### src/rtl/mport_pkg.sv
// Constants, register map and types for the multiplexed parallel memory port.
// Assumes the port runs on the core clock; all pin timing is in whole core cycles.
package mport_pkg;
    localparam int unsigned REG_AW = 8;
    localparam int unsigned PIN_W = 16;
    localparam int unsigned CNT_W = 6;
    localparam int unsigned DUR_W = 5;

    // Register byte offsets
    localparam logic [REG_AW-1:0] CTRL_OFS = 8'h00;
    localparam logic [REG_AW-1:0] ADDR_OFS = 8'h04;
    localparam logic [REG_AW-1:0] WDATA_OFS = 8'h08;
    localparam logic [REG_AW-1:0] CMD_OFS = 8'h0c;
    localparam logic [REG_AW-1:0] STAT_OFS = 8'h10;
    localparam logic [REG_AW-1:0] RDATA_OFS = 8'h14;

    // Port control register fields
    localparam int unsigned CTRL_WIDE_BIT = 0;
    localparam int unsigned DUR_LSB = 1;
    localparam int unsigned DUR_MSB = 5;
    localparam int unsigned CTRL_HOLD_BIT = 6;
    localparam int unsigned CTRL_ALE_LOW_BIT = 7;
    localparam logic [7:0] CTRL_RESET = 8'h02;

    localparam int unsigned CMD_START_BIT = 0;
    localparam int unsigned CMD_WRITE_BIT = 1;
    localparam int unsigned STAT_BUSY_BIT = 0;
    localparam int unsigned STAT_DONE_BIT = 1;

    // Timing, in core clock periods (setup and hold kept in tenths)
    localparam int unsigned ALE_WIDTH_TCCLK = 2;
    localparam int unsigned ADDR_SETUP_TCCLK_X10 = 25;
    localparam int unsigned ALE_TO_STROBE_TCCLK = 1;
    localparam int unsigned STROBE_HOLD_TCCLK_X10 = 5;
    localparam int unsigned HOLD_CYCLE_TCCLK = 1;

    localparam logic [CNT_W-1:0] ALE_CYCLES = CNT_W'(ALE_WIDTH_TCCLK);
    localparam logic [CNT_W-1:0] SETUP_CYCLES = CNT_W'((ADDR_SETUP_TCCLK_X10 + 9) / 10 - ALE_WIDTH_TCCLK);
    localparam logic [CNT_W-1:0] AHOLD_CYCLES = CNT_W'(ALE_TO_STROBE_TCCLK);
    localparam logic [CNT_W-1:0] HOLD_BASE_CYCLES = CNT_W'((STROBE_HOLD_TCCLK_X10 + 9) / 10);
    localparam logic [CNT_W-1:0] HOLD_EXTRA_CYCLES = CNT_W'(HOLD_CYCLE_TCCLK);
    localparam logic [CNT_W-1:0] MIN_STROBE_CYCLES = 6'h01;

    localparam logic [PIN_W-1:0] UPPER_MASK = 16'hff00;
    localparam logic [PIN_W-1:0] ALL_MASK = 16'hffff;

    localparam logic [1:0] RESP_OKAY = 2'b00;
    localparam logic [1:0] RESP_SLVERR = 2'b10;

    typedef enum logic [2:0] {
        ST_IDLE = 3'b000,
        ST_SETUP = 3'b001,
        ST_ALE = 3'b010,
        ST_AHOLD = 3'b011,
        ST_STROBE = 3'b100,
        ST_HOLD = 3'b101
    } seq_state_type;
endpackage

### src/rtl/phase_timer_if.sv
// Carrier between the sequencer and its phase timer.
// Assumes both ends share aclk.
`timescale 1ns/1ps
`default_nettype none
interface phase_timer_if;
    import mport_pkg::*;
    logic load;
    logic [CNT_W-1:0] load_val;
    logic expired;
    modport ctl (output load, output load_val, input expired);
    modport cnt (input load, input load_val, output expired);
endinterface
`default_nettype wire

### src/rtl/muxed_parallel_memory_port.sv
// Multiplexed address/data parallel port with an AXI4-Lite register slave.
// Assumes aclk is the core clock and the external memory meets its own setup and hold.
// Summary of operation
// - Wait a core cycle after latch strobe deasserts
// - Drive address well before latch strobe deasserts
// - Hold address after latch strobe deasserts
// - Reads release data lines after address hold
// - Strobe lasts duration field core cycles, or one cycle when the field is zero
// - Hold option adds one extra hold cycle
// - Byte reads keep upper address through hold
// - Byte reads capture low lines at strobe rise
// - Byte writes drive upper address before strobe
// - Byte writes drive data for whole strobe
// - Wide writes hold data after strobe rises
// - Latch strobe is active high after reset
// - Software may make latch strobe active low
`timescale 1ns/1ps
`default_nettype none
module muxed_parallel_memory_port (
    // Clock and reset
    input wire logic aclk,
    input wire logic aresetn,
    // AXI4-Lite write address
    input wire logic awvalid,
    output logic awready,
    input wire logic [mport_pkg::REG_AW-1:0] awaddr,
    input wire logic [2:0] awprot,
    // AXI4-Lite write data
    input wire logic wvalid,
    output logic wready,
    input wire logic [31:0] wdata,
    input wire logic [3:0] wstrb,
    // AXI4-Lite write response
    output logic bvalid,
    input wire logic bready,
    output logic [1:0] bresp,
    // AXI4-Lite read address
    input wire logic arvalid,
    output logic arready,
    input wire logic [mport_pkg::REG_AW-1:0] araddr,
    input wire logic [2:0] arprot,
    // AXI4-Lite read data
    output logic rvalid,
    input wire logic rready,
    output logic [31:0] rdata,
    output logic [1:0] rresp,
    // Multiplexed address/data lines
    input wire logic [mport_pkg::PIN_W-1:0] ad_i,
    output logic [mport_pkg::PIN_W-1:0] ad_o,
    output logic [mport_pkg::PIN_W-1:0] ad_oe,
    // Strobes
    output logic ale,
    output logic rd_n,
    output logic wr_n
);
    import mport_pkg::*;

    function automatic logic [31:0] merge_bytes(input logic [31:0] old_v, input logic [31:0] new_v,
                                                input logic [3:0] strb);
        logic [31:0] res;
        res = old_v;
        for (int i = 0; i < 4; i++) begin
            if (strb[i]) begin
                res[i*8 +: 8] = new_v[i*8 +: 8];
            end
        end
        return res;
    endfunction

    // A zero duration would never expire the timer, so it is treated as one cycle
    function automatic logic [CNT_W-1:0] strobe_cycles(input logic [DUR_W-1:0] dur);
        logic [CNT_W-1:0] n;
        n = CNT_W'(dur);
        if (n < MIN_STROBE_CYCLES) begin
            n = MIN_STROBE_CYCLES;
        end
        return n;
    endfunction

    phase_timer_if tmr ();

    phase_timer u_timer (
        .aclk(aclk),
        .aresetn(aresetn),
        .tmr(tmr)
    );

    // Registers
    logic [7:0] ctrl_q;
    logic [PIN_W-1:0] addr_q;
    logic [PIN_W-1:0] wdat_q;
    logic [PIN_W-1:0] rdat_q;
    logic write_q;
    logic done_q;
    logic busy;
    logic wide;
    logic [CNT_W-1:0] hold_cycles;

    // Bus slave state
    logic aw_held_q;
    logic w_held_q;
    logic [REG_AW-1:0] awaddr_q;
    logic [31:0] wdata_q;
    logic [3:0] wstrb_q;
    logic do_write;
    logic start;
    logic done_clr;

    // Sequencer
    seq_state_type state_q;
    seq_state_type state_d;
    logic [PIN_W-1:0] ad_o_d;
    logic [PIN_W-1:0] ad_oe_d;

    assign busy = (state_q != ST_IDLE);
    assign wide = ctrl_q[CTRL_WIDE_BIT];
    assign hold_cycles = ctrl_q[CTRL_HOLD_BIT] ? HOLD_BASE_CYCLES + HOLD_EXTRA_CYCLES
                                               : HOLD_BASE_CYCLES;
    assign do_write = aw_held_q && w_held_q && !bvalid;
    assign start = do_write && (awaddr_q == CMD_OFS) && wstrb_q[0] && wdata_q[CMD_START_BIT] && !busy;
    assign done_clr = do_write && (awaddr_q == STAT_OFS) && wstrb_q[0] && wdata_q[STAT_DONE_BIT];

    // Write address and data are taken independently and paired here
    always_ff @(posedge aclk) begin
        if (!aresetn) begin
            aw_held_q <= 1'b0;
            awready <= 1'b0;
            awaddr_q <= '0;
        end else if (awvalid && awready) begin
            aw_held_q <= 1'b1;
            awready <= 1'b0;
            awaddr_q <= awaddr;
        end else if (do_write) begin
            aw_held_q <= 1'b0;
            awready <= 1'b1;
        end else if (!aw_held_q) begin
            awready <= 1'b1;
        end
    end

    always_ff @(posedge aclk) begin
        if (!aresetn) begin
            w_held_q <= 1'b0;
            wready <= 1'b0;
            wdata_q <= '0;
            wstrb_q <= '0;
        end else if (wvalid && wready) begin
            w_held_q <= 1'b1;
            wready <= 1'b0;
            wdata_q <= wdata;
            wstrb_q <= wstrb;
        end else if (do_write) begin
            w_held_q <= 1'b0;
            wready <= 1'b1;
        end else if (!w_held_q) begin
            wready <= 1'b1;
        end
    end

    always_ff @(posedge aclk) begin
        if (!aresetn) begin
            bvalid <= 1'b0;
            bresp <= RESP_OKAY;
        end else if (do_write) begin
            bvalid <= 1'b1;
            if (awaddr_q == CTRL_OFS || awaddr_q == ADDR_OFS || awaddr_q == WDATA_OFS
                || awaddr_q == CMD_OFS || awaddr_q == STAT_OFS || awaddr_q == RDATA_OFS) begin
                bresp <= RESP_OKAY;
            end else begin
                bresp <= RESP_SLVERR;
            end
        end else if (bready) begin
            bvalid <= 1'b0;
        end
    end

    // Settings are only taken while idle so a running access is never disturbed
    always_ff @(posedge aclk) begin
        if (!aresetn) begin
            ctrl_q <= CTRL_RESET;
            addr_q <= '0;
            wdat_q <= '0;
            write_q <= 1'b0;
        end else if (do_write && !busy) begin
            if (awaddr_q == CTRL_OFS) begin
                ctrl_q <= 8'(merge_bytes(32'(ctrl_q), wdata_q, wstrb_q));
            end else if (awaddr_q == ADDR_OFS) begin
                addr_q <= PIN_W'(merge_bytes(32'(addr_q), wdata_q, wstrb_q));
            end else if (awaddr_q == WDATA_OFS) begin
                wdat_q <= PIN_W'(merge_bytes(32'(wdat_q), wdata_q, wstrb_q));
            end else if (start) begin
                write_q <= wdata_q[CMD_WRITE_BIT];
            end
        end
    end

    // A finish in the same cycle as a clear leaves the flag set
    always_ff @(posedge aclk) begin
        if (!aresetn) begin
            done_q <= 1'b0;
        end else if (state_q == ST_HOLD && tmr.expired) begin
            done_q <= 1'b1;
        end else if (done_clr || start) begin
            done_q <= 1'b0;
        end
    end

    always_ff @(posedge aclk) begin
        if (!aresetn) begin
            arready <= 1'b0;
            rvalid <= 1'b0;
            rdata <= '0;
            rresp <= RESP_OKAY;
        end else if (arvalid && arready) begin
            arready <= 1'b0;
            rvalid <= 1'b1;
            rresp <= RESP_OKAY;
            if (araddr == CTRL_OFS) begin
                rdata <= 32'(ctrl_q);
            end else if (araddr == ADDR_OFS) begin
                rdata <= 32'(addr_q);
            end else if (araddr == WDATA_OFS) begin
                rdata <= 32'(wdat_q);
            end else if (araddr == CMD_OFS) begin
                rdata <= 32'(write_q) << CMD_WRITE_BIT;
            end else if (araddr == STAT_OFS) begin
                rdata <= (32'(done_q) << STAT_DONE_BIT) | (32'(busy) << STAT_BUSY_BIT);
            end else if (araddr == RDATA_OFS) begin
                rdata <= 32'(rdat_q);
            end else begin
                rdata <= '0;
                rresp <= RESP_SLVERR;
            end
        end else if (rvalid && rready) begin
            rvalid <= 1'b0;
            arready <= 1'b1;
        end else if (!rvalid) begin
            arready <= 1'b1;
        end
    end

    // Phase sequencing; the timer is reloaded on every state change except the return to idle
    always_comb begin
        state_d = state_q;
        tmr.load = 1'b0;
        tmr.load_val = '0;
        case (state_q)
            ST_IDLE: begin
                if (start) begin
                    state_d = ST_SETUP;
                    tmr.load = 1'b1;
                    tmr.load_val = SETUP_CYCLES;
                end
            end
            ST_SETUP: begin
                if (tmr.expired) begin
                    state_d = ST_ALE;
                    tmr.load = 1'b1;
                    tmr.load_val = ALE_CYCLES;
                end
            end
            ST_ALE: begin
                if (tmr.expired) begin
                    state_d = ST_AHOLD;
                    tmr.load = 1'b1;
                    tmr.load_val = AHOLD_CYCLES;
                end
            end
            ST_AHOLD: begin
                if (tmr.expired) begin
                    state_d = ST_STROBE;
                    tmr.load = 1'b1;
                    tmr.load_val = strobe_cycles(ctrl_q[DUR_MSB:DUR_LSB]);
                end
            end
            ST_STROBE: begin
                if (tmr.expired) begin
                    state_d = ST_HOLD;
                    tmr.load = 1'b1;
                    tmr.load_val = hold_cycles;
                end
            end
            ST_HOLD: begin
                if (tmr.expired) begin
                    state_d = ST_IDLE;
                end
            end
            default: begin
                state_d = ST_IDLE;
            end
        endcase
    end

    always_ff @(posedge aclk) begin
        if (!aresetn) begin
            state_q <= ST_IDLE;
        end else begin
            state_q <= state_d;
        end
    end

    // Line drive for the coming cycle, chosen from the next state
    always_comb begin
        ad_o_d = addr_q;
        ad_oe_d = '0;
        case (state_d)
            ST_SETUP, ST_ALE, ST_AHOLD: begin
                ad_oe_d = ALL_MASK;
            end
            ST_STROBE, ST_HOLD: begin
                if (write_q) begin
                    ad_oe_d = ALL_MASK;
                    if (wide) begin
                        ad_o_d = wdat_q;
                    end else begin
                        ad_o_d = (addr_q & UPPER_MASK) | (wdat_q & ~UPPER_MASK);
                    end
                end else begin
                    ad_oe_d = wide ? '0 : UPPER_MASK;
                end
            end
            default: begin
                ad_oe_d = '0;
            end
        endcase
    end

    always_ff @(posedge aclk) begin
        if (!aresetn) begin
            ad_o <= '0;
            ad_oe <= '0;
            ale <= 1'b0;
            rd_n <= 1'b1;
            wr_n <= 1'b1;
        end else begin
            ad_o <= ad_o_d;
            ad_oe <= ad_oe_d;
            ale <= (state_d == ST_ALE) ^ ctrl_q[CTRL_ALE_LOW_BIT];
            rd_n <= !(state_d == ST_STROBE && !write_q);
            wr_n <= !(state_d == ST_STROBE && write_q);
        end
    end

    // Sampled on the edge that raises the read strobe; the memory keeps data up to it
    always_ff @(posedge aclk) begin
        if (!aresetn) begin
            rdat_q <= '0;
        end else if (state_q == ST_STROBE && tmr.expired && !write_q) begin
            if (wide) begin
                rdat_q <= ad_i;
            end else begin
                rdat_q <= ad_i & ~UPPER_MASK;
            end
        end
    end
endmodule
`default_nettype wire

### src/rtl/phase_timer.sv
// Down counter that measures the length of one bus phase.
// Assumes load values of at least one; expired marks the last cycle of the phase.
`timescale 1ns/1ps
`default_nettype none
module phase_timer (
    // Clock and reset
    input wire logic aclk,
    input wire logic aresetn,
    // Sequencer side
    phase_timer_if.cnt tmr
);
    import mport_pkg::*;

    logic [CNT_W-1:0] count_q;

    always_ff @(posedge aclk) begin
        if (!aresetn) begin
            count_q <= '0;
        end else if (tmr.load) begin
            count_q <= tmr.load_val;
        end else if (count_q != '0) begin
            count_q <= count_q - 1'b1;
        end
    end

    assign tmr.expired = (count_q == MIN_STROBE_CYCLES);
endmodule
`default_nettype wire

### config.mk
export PLATFORM = sky130hd
export DESIGN_NAME = muxed_parallel_memory_port
export DESIGN_NICKNAME = d
export VERILOG_FILES = /design/src/rtl/mport_pkg.sv /design/src/rtl/phase_timer_if.sv /design/src/rtl/muxed_parallel_memory_port.sv /design/src/rtl/phase_timer.sv
export SDC_FILE = /design/constraint.sdc
export NUM_CORES = 1
export LEC_CHECK = 0
export BUFFER_PORTS_ARGS = -buffer_cell sky130_fd_sc_hd__buf_2
export CAP_MARGIN = 25
export CORE_MARGIN = 10
export CORE_UTILIZATION = 25
export DETAILED_ROUTE_END_ITERATION = 16
export PLACE_DENSITY = 0.44
export RECOVER_POWER = 100
export SETUP_SLACK_MARGIN = 0.1
export SYNTH_ARGS = -nofsm -noshare
export SYNTH_HDL_FRONTEND = slang
export SYNTH_SLANG_ARGS = --single-unit
### constraint.sdc
create_clock -name aclk -period 3.6 [get_ports aclk]
set_input_delay 0.54 -clock aclk [delete_from_list [all_inputs] [get_ports aclk]]
set_output_delay 0.54 -clock aclk [all_outputs]
set_load 0.005 [all_outputs]
==> results of run 1 <==
-- power groups by stage --
| stage | Sequential (mW) | Clock (mW) | Combinational [mW] |
|---|---|---|---|
| 6_report | 1.65 | 1.89 | 0.392 |
| 3_5_place_dp | 1.69 | 0 | 0.407 |
| 4_1_cts | 1.65 | 1.95 | 0.409 |
| 2_1_floorplan | 1.67 | 0 | 0.323 |
| 5_1_grt | 1.66 | 2.00 | 0.451 |
| 3_3_place_gp | 1.69 | 0 | 0.410 |
-- cell families after synthesis --
family	share of synthesized area, %
AOI/OAI and AO/OA	18.4
xor gates and xnor gates	0.713
adders and majority gates	0.611
buffers and inverters	7.33
DFF	45.3
muxes	5.40
other	0.0611
and+or+nand+nor	22.1
-- routing by layer --
layer  part of all wire, %  global-route usage (%)
met1                    52                    16.4
met2                    41                    16.8
met3                   6.3                    3.50
met4                  0.68                    3.57
met5                  0.11                       0
-- synthesized netlist by cell type (all sizes together), types with 7 or more instances --
library cell / n
o21ai: 40
nor2: 18
buf: 45
o22ai: 7
mux2i: 32
clkbuf: 34
nor3b: 8
dfxtp: 139
a22o: 8
a21oi: 18
a21boi: 69
nand3: 43
nor2b: 14
nand2: 168
-- sequential cells by signal (all words and copies together) (netlist names), 2 cells and up --
signal,cells
ad_o,16
wdata_q,16
u_timer.count_q,6
state_q,3
ctrl_q,8
awaddr_q,8
ad_oe,2
addr_q,16
rdata,16
rdat_q,16
wstrb_q,2
wdat_q,16
-- how the worst min path moves through the flow --
stage / start / end / cells after the start
after CTS: awaddr[1] / awaddr_q[1]$_SDFFE_PN0P_ / 3
after floorplan: awaddr_q[5]$_SDFFE_PN0P_ / awaddr_q[5]$_SDFFE_PN0P_ / 2
final: awaddr[1] / awaddr_q[1]$_SDFFE_PN0P_ / 3
after detailed placement: rdata[1]$_SDFFE_PN0P_ / rdata[1]$_SDFFE_PN0P_ / 2
after global placement: rdata[1]$_SDFFE_PN0P_ / rdata[1]$_SDFFE_PN0P_ / 2
after global routing: awaddr[6] / awaddr_q[6]$_SDFFE_PN0P_ / 3
-- worst max-delay path, stage by stage (launching register included) --
cell      delay [ns]
dfxtp_1         0.31
or4_1           0.55
nor3b_1         0.73
nand4b_1        0.71
mux2i_1         0.33
nor2b_1         0.06
-- area by class of cell --
type	count	area, sq um
Clock buffer	17	425
Tap cell	324	405
Multi-Input combinational cell	518	2950
Inverter	5	18.8
Clock inverter	15	213
Sequential cell	139	2780
Timing Repair Buffer	118	542
Fill cell	2673	16900
-- layout by cell type (no fill, tap or decap), drive strengths merged, types with 4 or more instances in the layout --
master | netlist | final
inv | 5 | 9
nor3 | 6 | 6
nor2 | 18 | 18
clkinv | 0 | 4
nand3 | 43 | 43
nand4 | 4 | 4
o22ai | 7 | 7
buf | 45 | 73
nor3b | 8 | 8
a31oi | 5 | 5
a22o | 8 | 8
dfxtp | 139 | 139
o21ai | 40 | 40
a21boi | 69 | 69
a21oi | 18 | 18
nand2b | 6 | 6
bufinv | 0 | 4
mux2i | 32 | 32
clkbuf | 34 | 62
conb | 1 | 18
and2 | 6 | 6
nor2b | 14 | 14
nand2 | 168 | 168
==> metrics.yaml, run 1 <==
run_status:
  status: "finished, violations left"
  violations: "capacitance limit, slew limit"
final_layout:
  area_delta_synth_final_pct: 19.4
  nNetsFinal: 883
  antenna_cells: 0
  final_layout_size_suffix_gt1_share_pct: 13.2
  final_area_sq_um: 7330
  instances_no_fill: 1136
  final_util_pct: 30.2
logic_synthesis:
  netlist_area_sq_um: 6140
  synthArstFlopShare_pct: 0
  synthFlopType: "dfxtp_1"
  synth-edff-count: 0
  synthCells: 724
  yosys-top-cells-area: "dfxtp_1, nand2_1, a21boi_0, mux2i_1, buf_4"
  synth-seq-cells: 139
  ys_seq_area_share_pct: 45.3
  synth.largest_area_cell: "dfxtp_1"
  synth_top_cell_area_share_pct: 45.3
  ys_warn_count: 0
  synth_cell_type_count: 58
  avgSynthCellArea_sq_um: 8.48
worst_setup_path:
  r2r-start: "awaddr_q[7]$_SDFFE_PN0P_"
  crit_path_end_kind: "flop"
  endpoint: "wdat_q[12]$_SDFFE_PN0P_"
  path_max_fanout: 8
  reg2reg_slack_ns: 0.79
  critPathLaunch: "awaddr_q[7]$_SDFFE_PN0P_"
  r2r_end: "wdat_q[12]$_SDFFE_PN0P_"
  rr_worst_depth: 5
  critPathKind: "reg2reg"
  crit_required_ns: 3.91
  start_kind: "flop"
  worstPathArrival_ns: 3.13
clock_network:
  worstSkewPairLatency_ns: 0.43
  clk_path_buf_depth: 2
  cts_num_sinks: 139
  h-tree-depth: 4
  post-cts-setup-buffers: 0
  path_clk_slew_ns: 0.07
  cts_tree: "done"
  cts-root-buf: "clkbuf_16"
  cts_made_buffers: 17
  cts-resized-gates: 0
  cts_hold_buf: 0
min_path:
  hold_path.class: "in2reg"
floorplanning:
  rows: 57
  die-area_sq_um: 31200
  die_h_um: 177
  ioPinCount: 157
  die_w_um: 177
  start_util_pct: 25.3
  core_area_sq_um: 24200
sta:
  worst_pin_slew_ns: 2.10
  slew_headroom_pct: -40.0
  finalCriticalPeriod_ns: 2.81
  timing.final.ws_setup_ns: 0.786
  slew_viol_final: 54
  hold_viol: 0
  finClkSkew_ns: 0.0100
  max_freq_mhz: 355
  finalCritPeriodShare_pct: 78.2
  grt_setup_unrepaired: "no"
  final-setup-viol-count: 0
  tns_ns: 0
  holdWs_ns: 0.358
route:
  drc: 0
  via_count: 5012
  drt_wl_total_um: 18300
  vias_per_cell: 4.41
  wl_per_cell_um: 16.1
  ant_nets: 0
  drt-pass1-iter-count: 5
  dr.first_iter.drc_count: 286
place:
  io_buffers: 114
  placed_cells: 1104
  place_area_sq_um: 6790
  hpwlAfterDp_um: 13500
  place_congestion: 0.733
  dp_worst_setup_slack_ns: 0.809
global_routing:
  grt_first_pass_wirelength_um: 28900
  grt_max_degree: 59
  gr-total-overflow: 0
  antenna_found_initial: 1
  grt_pass1_vias: 4982
  grtUsageTotal_pct: 11.7
power_and_ir_drop:
  p_leak_nw: 2.74
  total_power_mw: 3.93
  p_int_mw: 2.93
  netSwitchingFraction_pct: 25.4
  combPwrFrac_pct: 10.0
  pwr-share-seq_pct: 41.9
  switchingPower_uw: 1000
  peakVddDrop_mv: 0.186
  power_density_nw_per_um2: 536
  pwr-share-clk_pct: 48.1
run:
  maxCapViolCount: 1
Note: power is estimated with default switching activity, not from simulation.
==> run 2, diff against run 1 <==
Clock period 3.6 ns to 2.9 ns, I/O delays scaled along.
==> run 2 against run 1 <==
Against the previous run:
- sequential share of layout area increased by 0.097 points
- the flow now finishes without violations
- fmax increased by 14%
- critical path depth unchanged
- setup slack got worse by 0.36 ns
- clock power increased by 13%
- sequential power increased by 24%
- largest cell class unchanged
- highest routed layer is now met4
- critical path type unchanged
==> metrics.yaml, run 2 (synthesized netlist as in run 1, its figures left out) <==
floorplanning:
  die_w_um: 177
  rows: 57
  die-area_sq_um: 31200
  start_util_pct: 25.3
  ioPinCount: 157
  die_h_um: 177
  core_area_sq_um: 24200
run:
  maxCapViolCount: 0
worst_setup_path:
  r2r_end: "addr_q[1]$_SDFFE_PN0P_"
  crit_required_ns: 3.24
  max_stage_delay_ns: 0.60
  worst_path_max_delay_cell: "or3_1"
  rr_worst_depth: 5
  crit_chain: "or3_1, nor4b_1, and3_1, nand2_1, a21boi_0"
  path_max_fanout: 13
  reg2reg_slack_ns: 0.43
  r2r-start: "state_q[2]$_SDFF_PN0_"
  start_kind: "flop"
  crit_path_end_kind: "flop"
  worstPathArrival_ns: 2.82
  critPathKind: "reg2reg"
final_layout:
  nNetsFinal: 887
  final_layout_size_suffix_gt1_share_pct: 13.4
  final_common_cell: "nand2_1"
  area_delta_synth_final_pct: 19.1
  final_area_sq_um: 7310
  final_cell_mix: "nand2_1, dfxtp_1, a21boi_0"
  antenna_cells: 0
  final_util_pct: 30.2
  instances_no_fill: 1140
  fill_cells: 2625
run_status:
  status: "completed"
global_routing:
  grt_first_pass_wirelength_um: 28700
  antenna_found_initial: 0
  gr-total-overflow: 0
  grt_max_degree: 133
  grtUsageTotal_pct: 11.7
  grt_pass1_vias: 4907
min_path:
  min-delay-start: "wdata[13]"
  hold_depth: 3
  hold_path.class: "in2reg"
  worstHoldEndpoint: "wdata_q[13]$_SDFFE_PN0P_"
sta:
  hold_viol: 0
  worst_pin_slew_ns: 1.37
  final-setup-viol-count: 0
  finClkSkew_ns: 0.00916
  max_freq_mhz: 404
  slew_headroom_pct: 8.54
  tns_ns: 0
  grt_setup_unrepaired: "no"
  finalCriticalPeriod_ns: 2.47
  finalCritPeriodShare_pct: 85.3
  slew_viol_final: 0
route:
  via_count: 5006
  drt_wl_total_um: 18500
  vias_per_cell: 4.39
  wl_per_cell_um: 16.2
  drc: 0
  ant_nets: 0
  dr.first_iter.drc_count: 321
  drt-pass1-iter-count: 4
place:
  place_congestion: 0.757
  place_area_sq_um: 6830
  io_buffers: 114
  hpwlAfterDp_um: 13300
  placed_cells: 1108
power_and_ir_drop:
  total_power_mw: 4.68
  pwr-share-clk_pct: 45.8
  peakVddDrop_mv: 0.321
  netSwitchingFraction_pct: 26.1
  p_leak_nw: 2.72
  switchingPower_mw: 1.22
  combPwrFrac_pct: 10.5
  power_density_nw_per_um2: 640
  p_int_mw: 3.46
  pwr-share-seq_pct: 43.7
clock_network:
  cts_num_sinks: 139
  cts-resized-gates: 0
  cts_tree: "done"
  cts-root-buf: "clkbuf_16"
  worstSkewPairLatency_ns: 0.42
  path_clk_slew_ns: 0.06
  clk_path_buf_depth: 2
  cts_hold_buf: 0
  post-cts-setup-buffers: 0
  cts_made_buffers: 17
  h-tree-depth: 4
run 2: worst max path at each step:
stage,slack [ns],startpoint,end,depth (start not counted)
global placement,0.55,u_timer.count_q[3]$_SDFFE_PN0P_,ad_o[7]$_SDFF_PN0_,5
finish,0.43,state_q[2]$_SDFF_PN0_,addr_q[1]$_SDFFE_PN0P_,5
global route,0.18,state_q[2]$_SDFF_PN0_,addr_q[3]$_SDFFE_PN0P_,5
CTS,0.54,u_timer.count_q[3]$_SDFFE_PN0P_,ad_o[7]$_SDFF_PN0_,5
detailed placement,0.54,araddr[1],rdata[10]$_SDFFE_PN0P_,7
floorplan,0.86,araddr[1],rdata[10]$_SDFFE_PN0P_,5
run 2: cell type report:
| type | count | area (sq um) | area share [%] |
|---|---|---|---|
| well taps | 324 | 405 | 5.54 |
| multi-input cells | 518 | 2960 | 40.5 |
| flip-flops and latches | 139 | 2780 | 38.0 |
| clock inverters | 14 | 148 | 2.02 |
| repair buffers | 122 | 568 | 7.77 |
| clock buffers | 18 | 429 | 5.87 |
| inverters | 5 | 18.8 | 0.257 |
run 2: per-layer routing:
metal	part of all wire [%]	routed length (um)	vias to the layer above	GRT usage (%)
li1	-	-	2599	-
met1	52	9680	2281	16.7
met2	41	7670	116	16.5
met3	5.5	1020	10	3.24
met4	0.73	135	0	3.36
met5	0	0	-	0
run 2: worst max-delay path, delay by kind of cell, from the launching register on:
| family | cells | cell delay, ns |
|---|---|---|
| simple gates | 4 | 1.77 |
| flops | 1 | 0.44 |
| compound gates | 1 | 0.18 |
run 2: power groups by stage:
stage          sequential [mW]  combinational (mW)  clock (mW)
4_1_cts                   2.05               0.513        2.20
6_report                  2.05               0.491        2.14
3_3_place_gp              2.09               0.519           0
3_5_place_dp              2.09               0.511           0
5_1_grt                   2.06               0.565        2.27
2_1_floorplan             2.07               0.401           0
run 2: through the flow:
step	setup slack (ns)	hold slack, ns
after global routing	0.184	0.251
after floorplan	0.858	0.438
after global placement	0.549	0.451
after CTS	0.537	0.243
after detailed placement	0.539	0.449
final	0.426	0.261
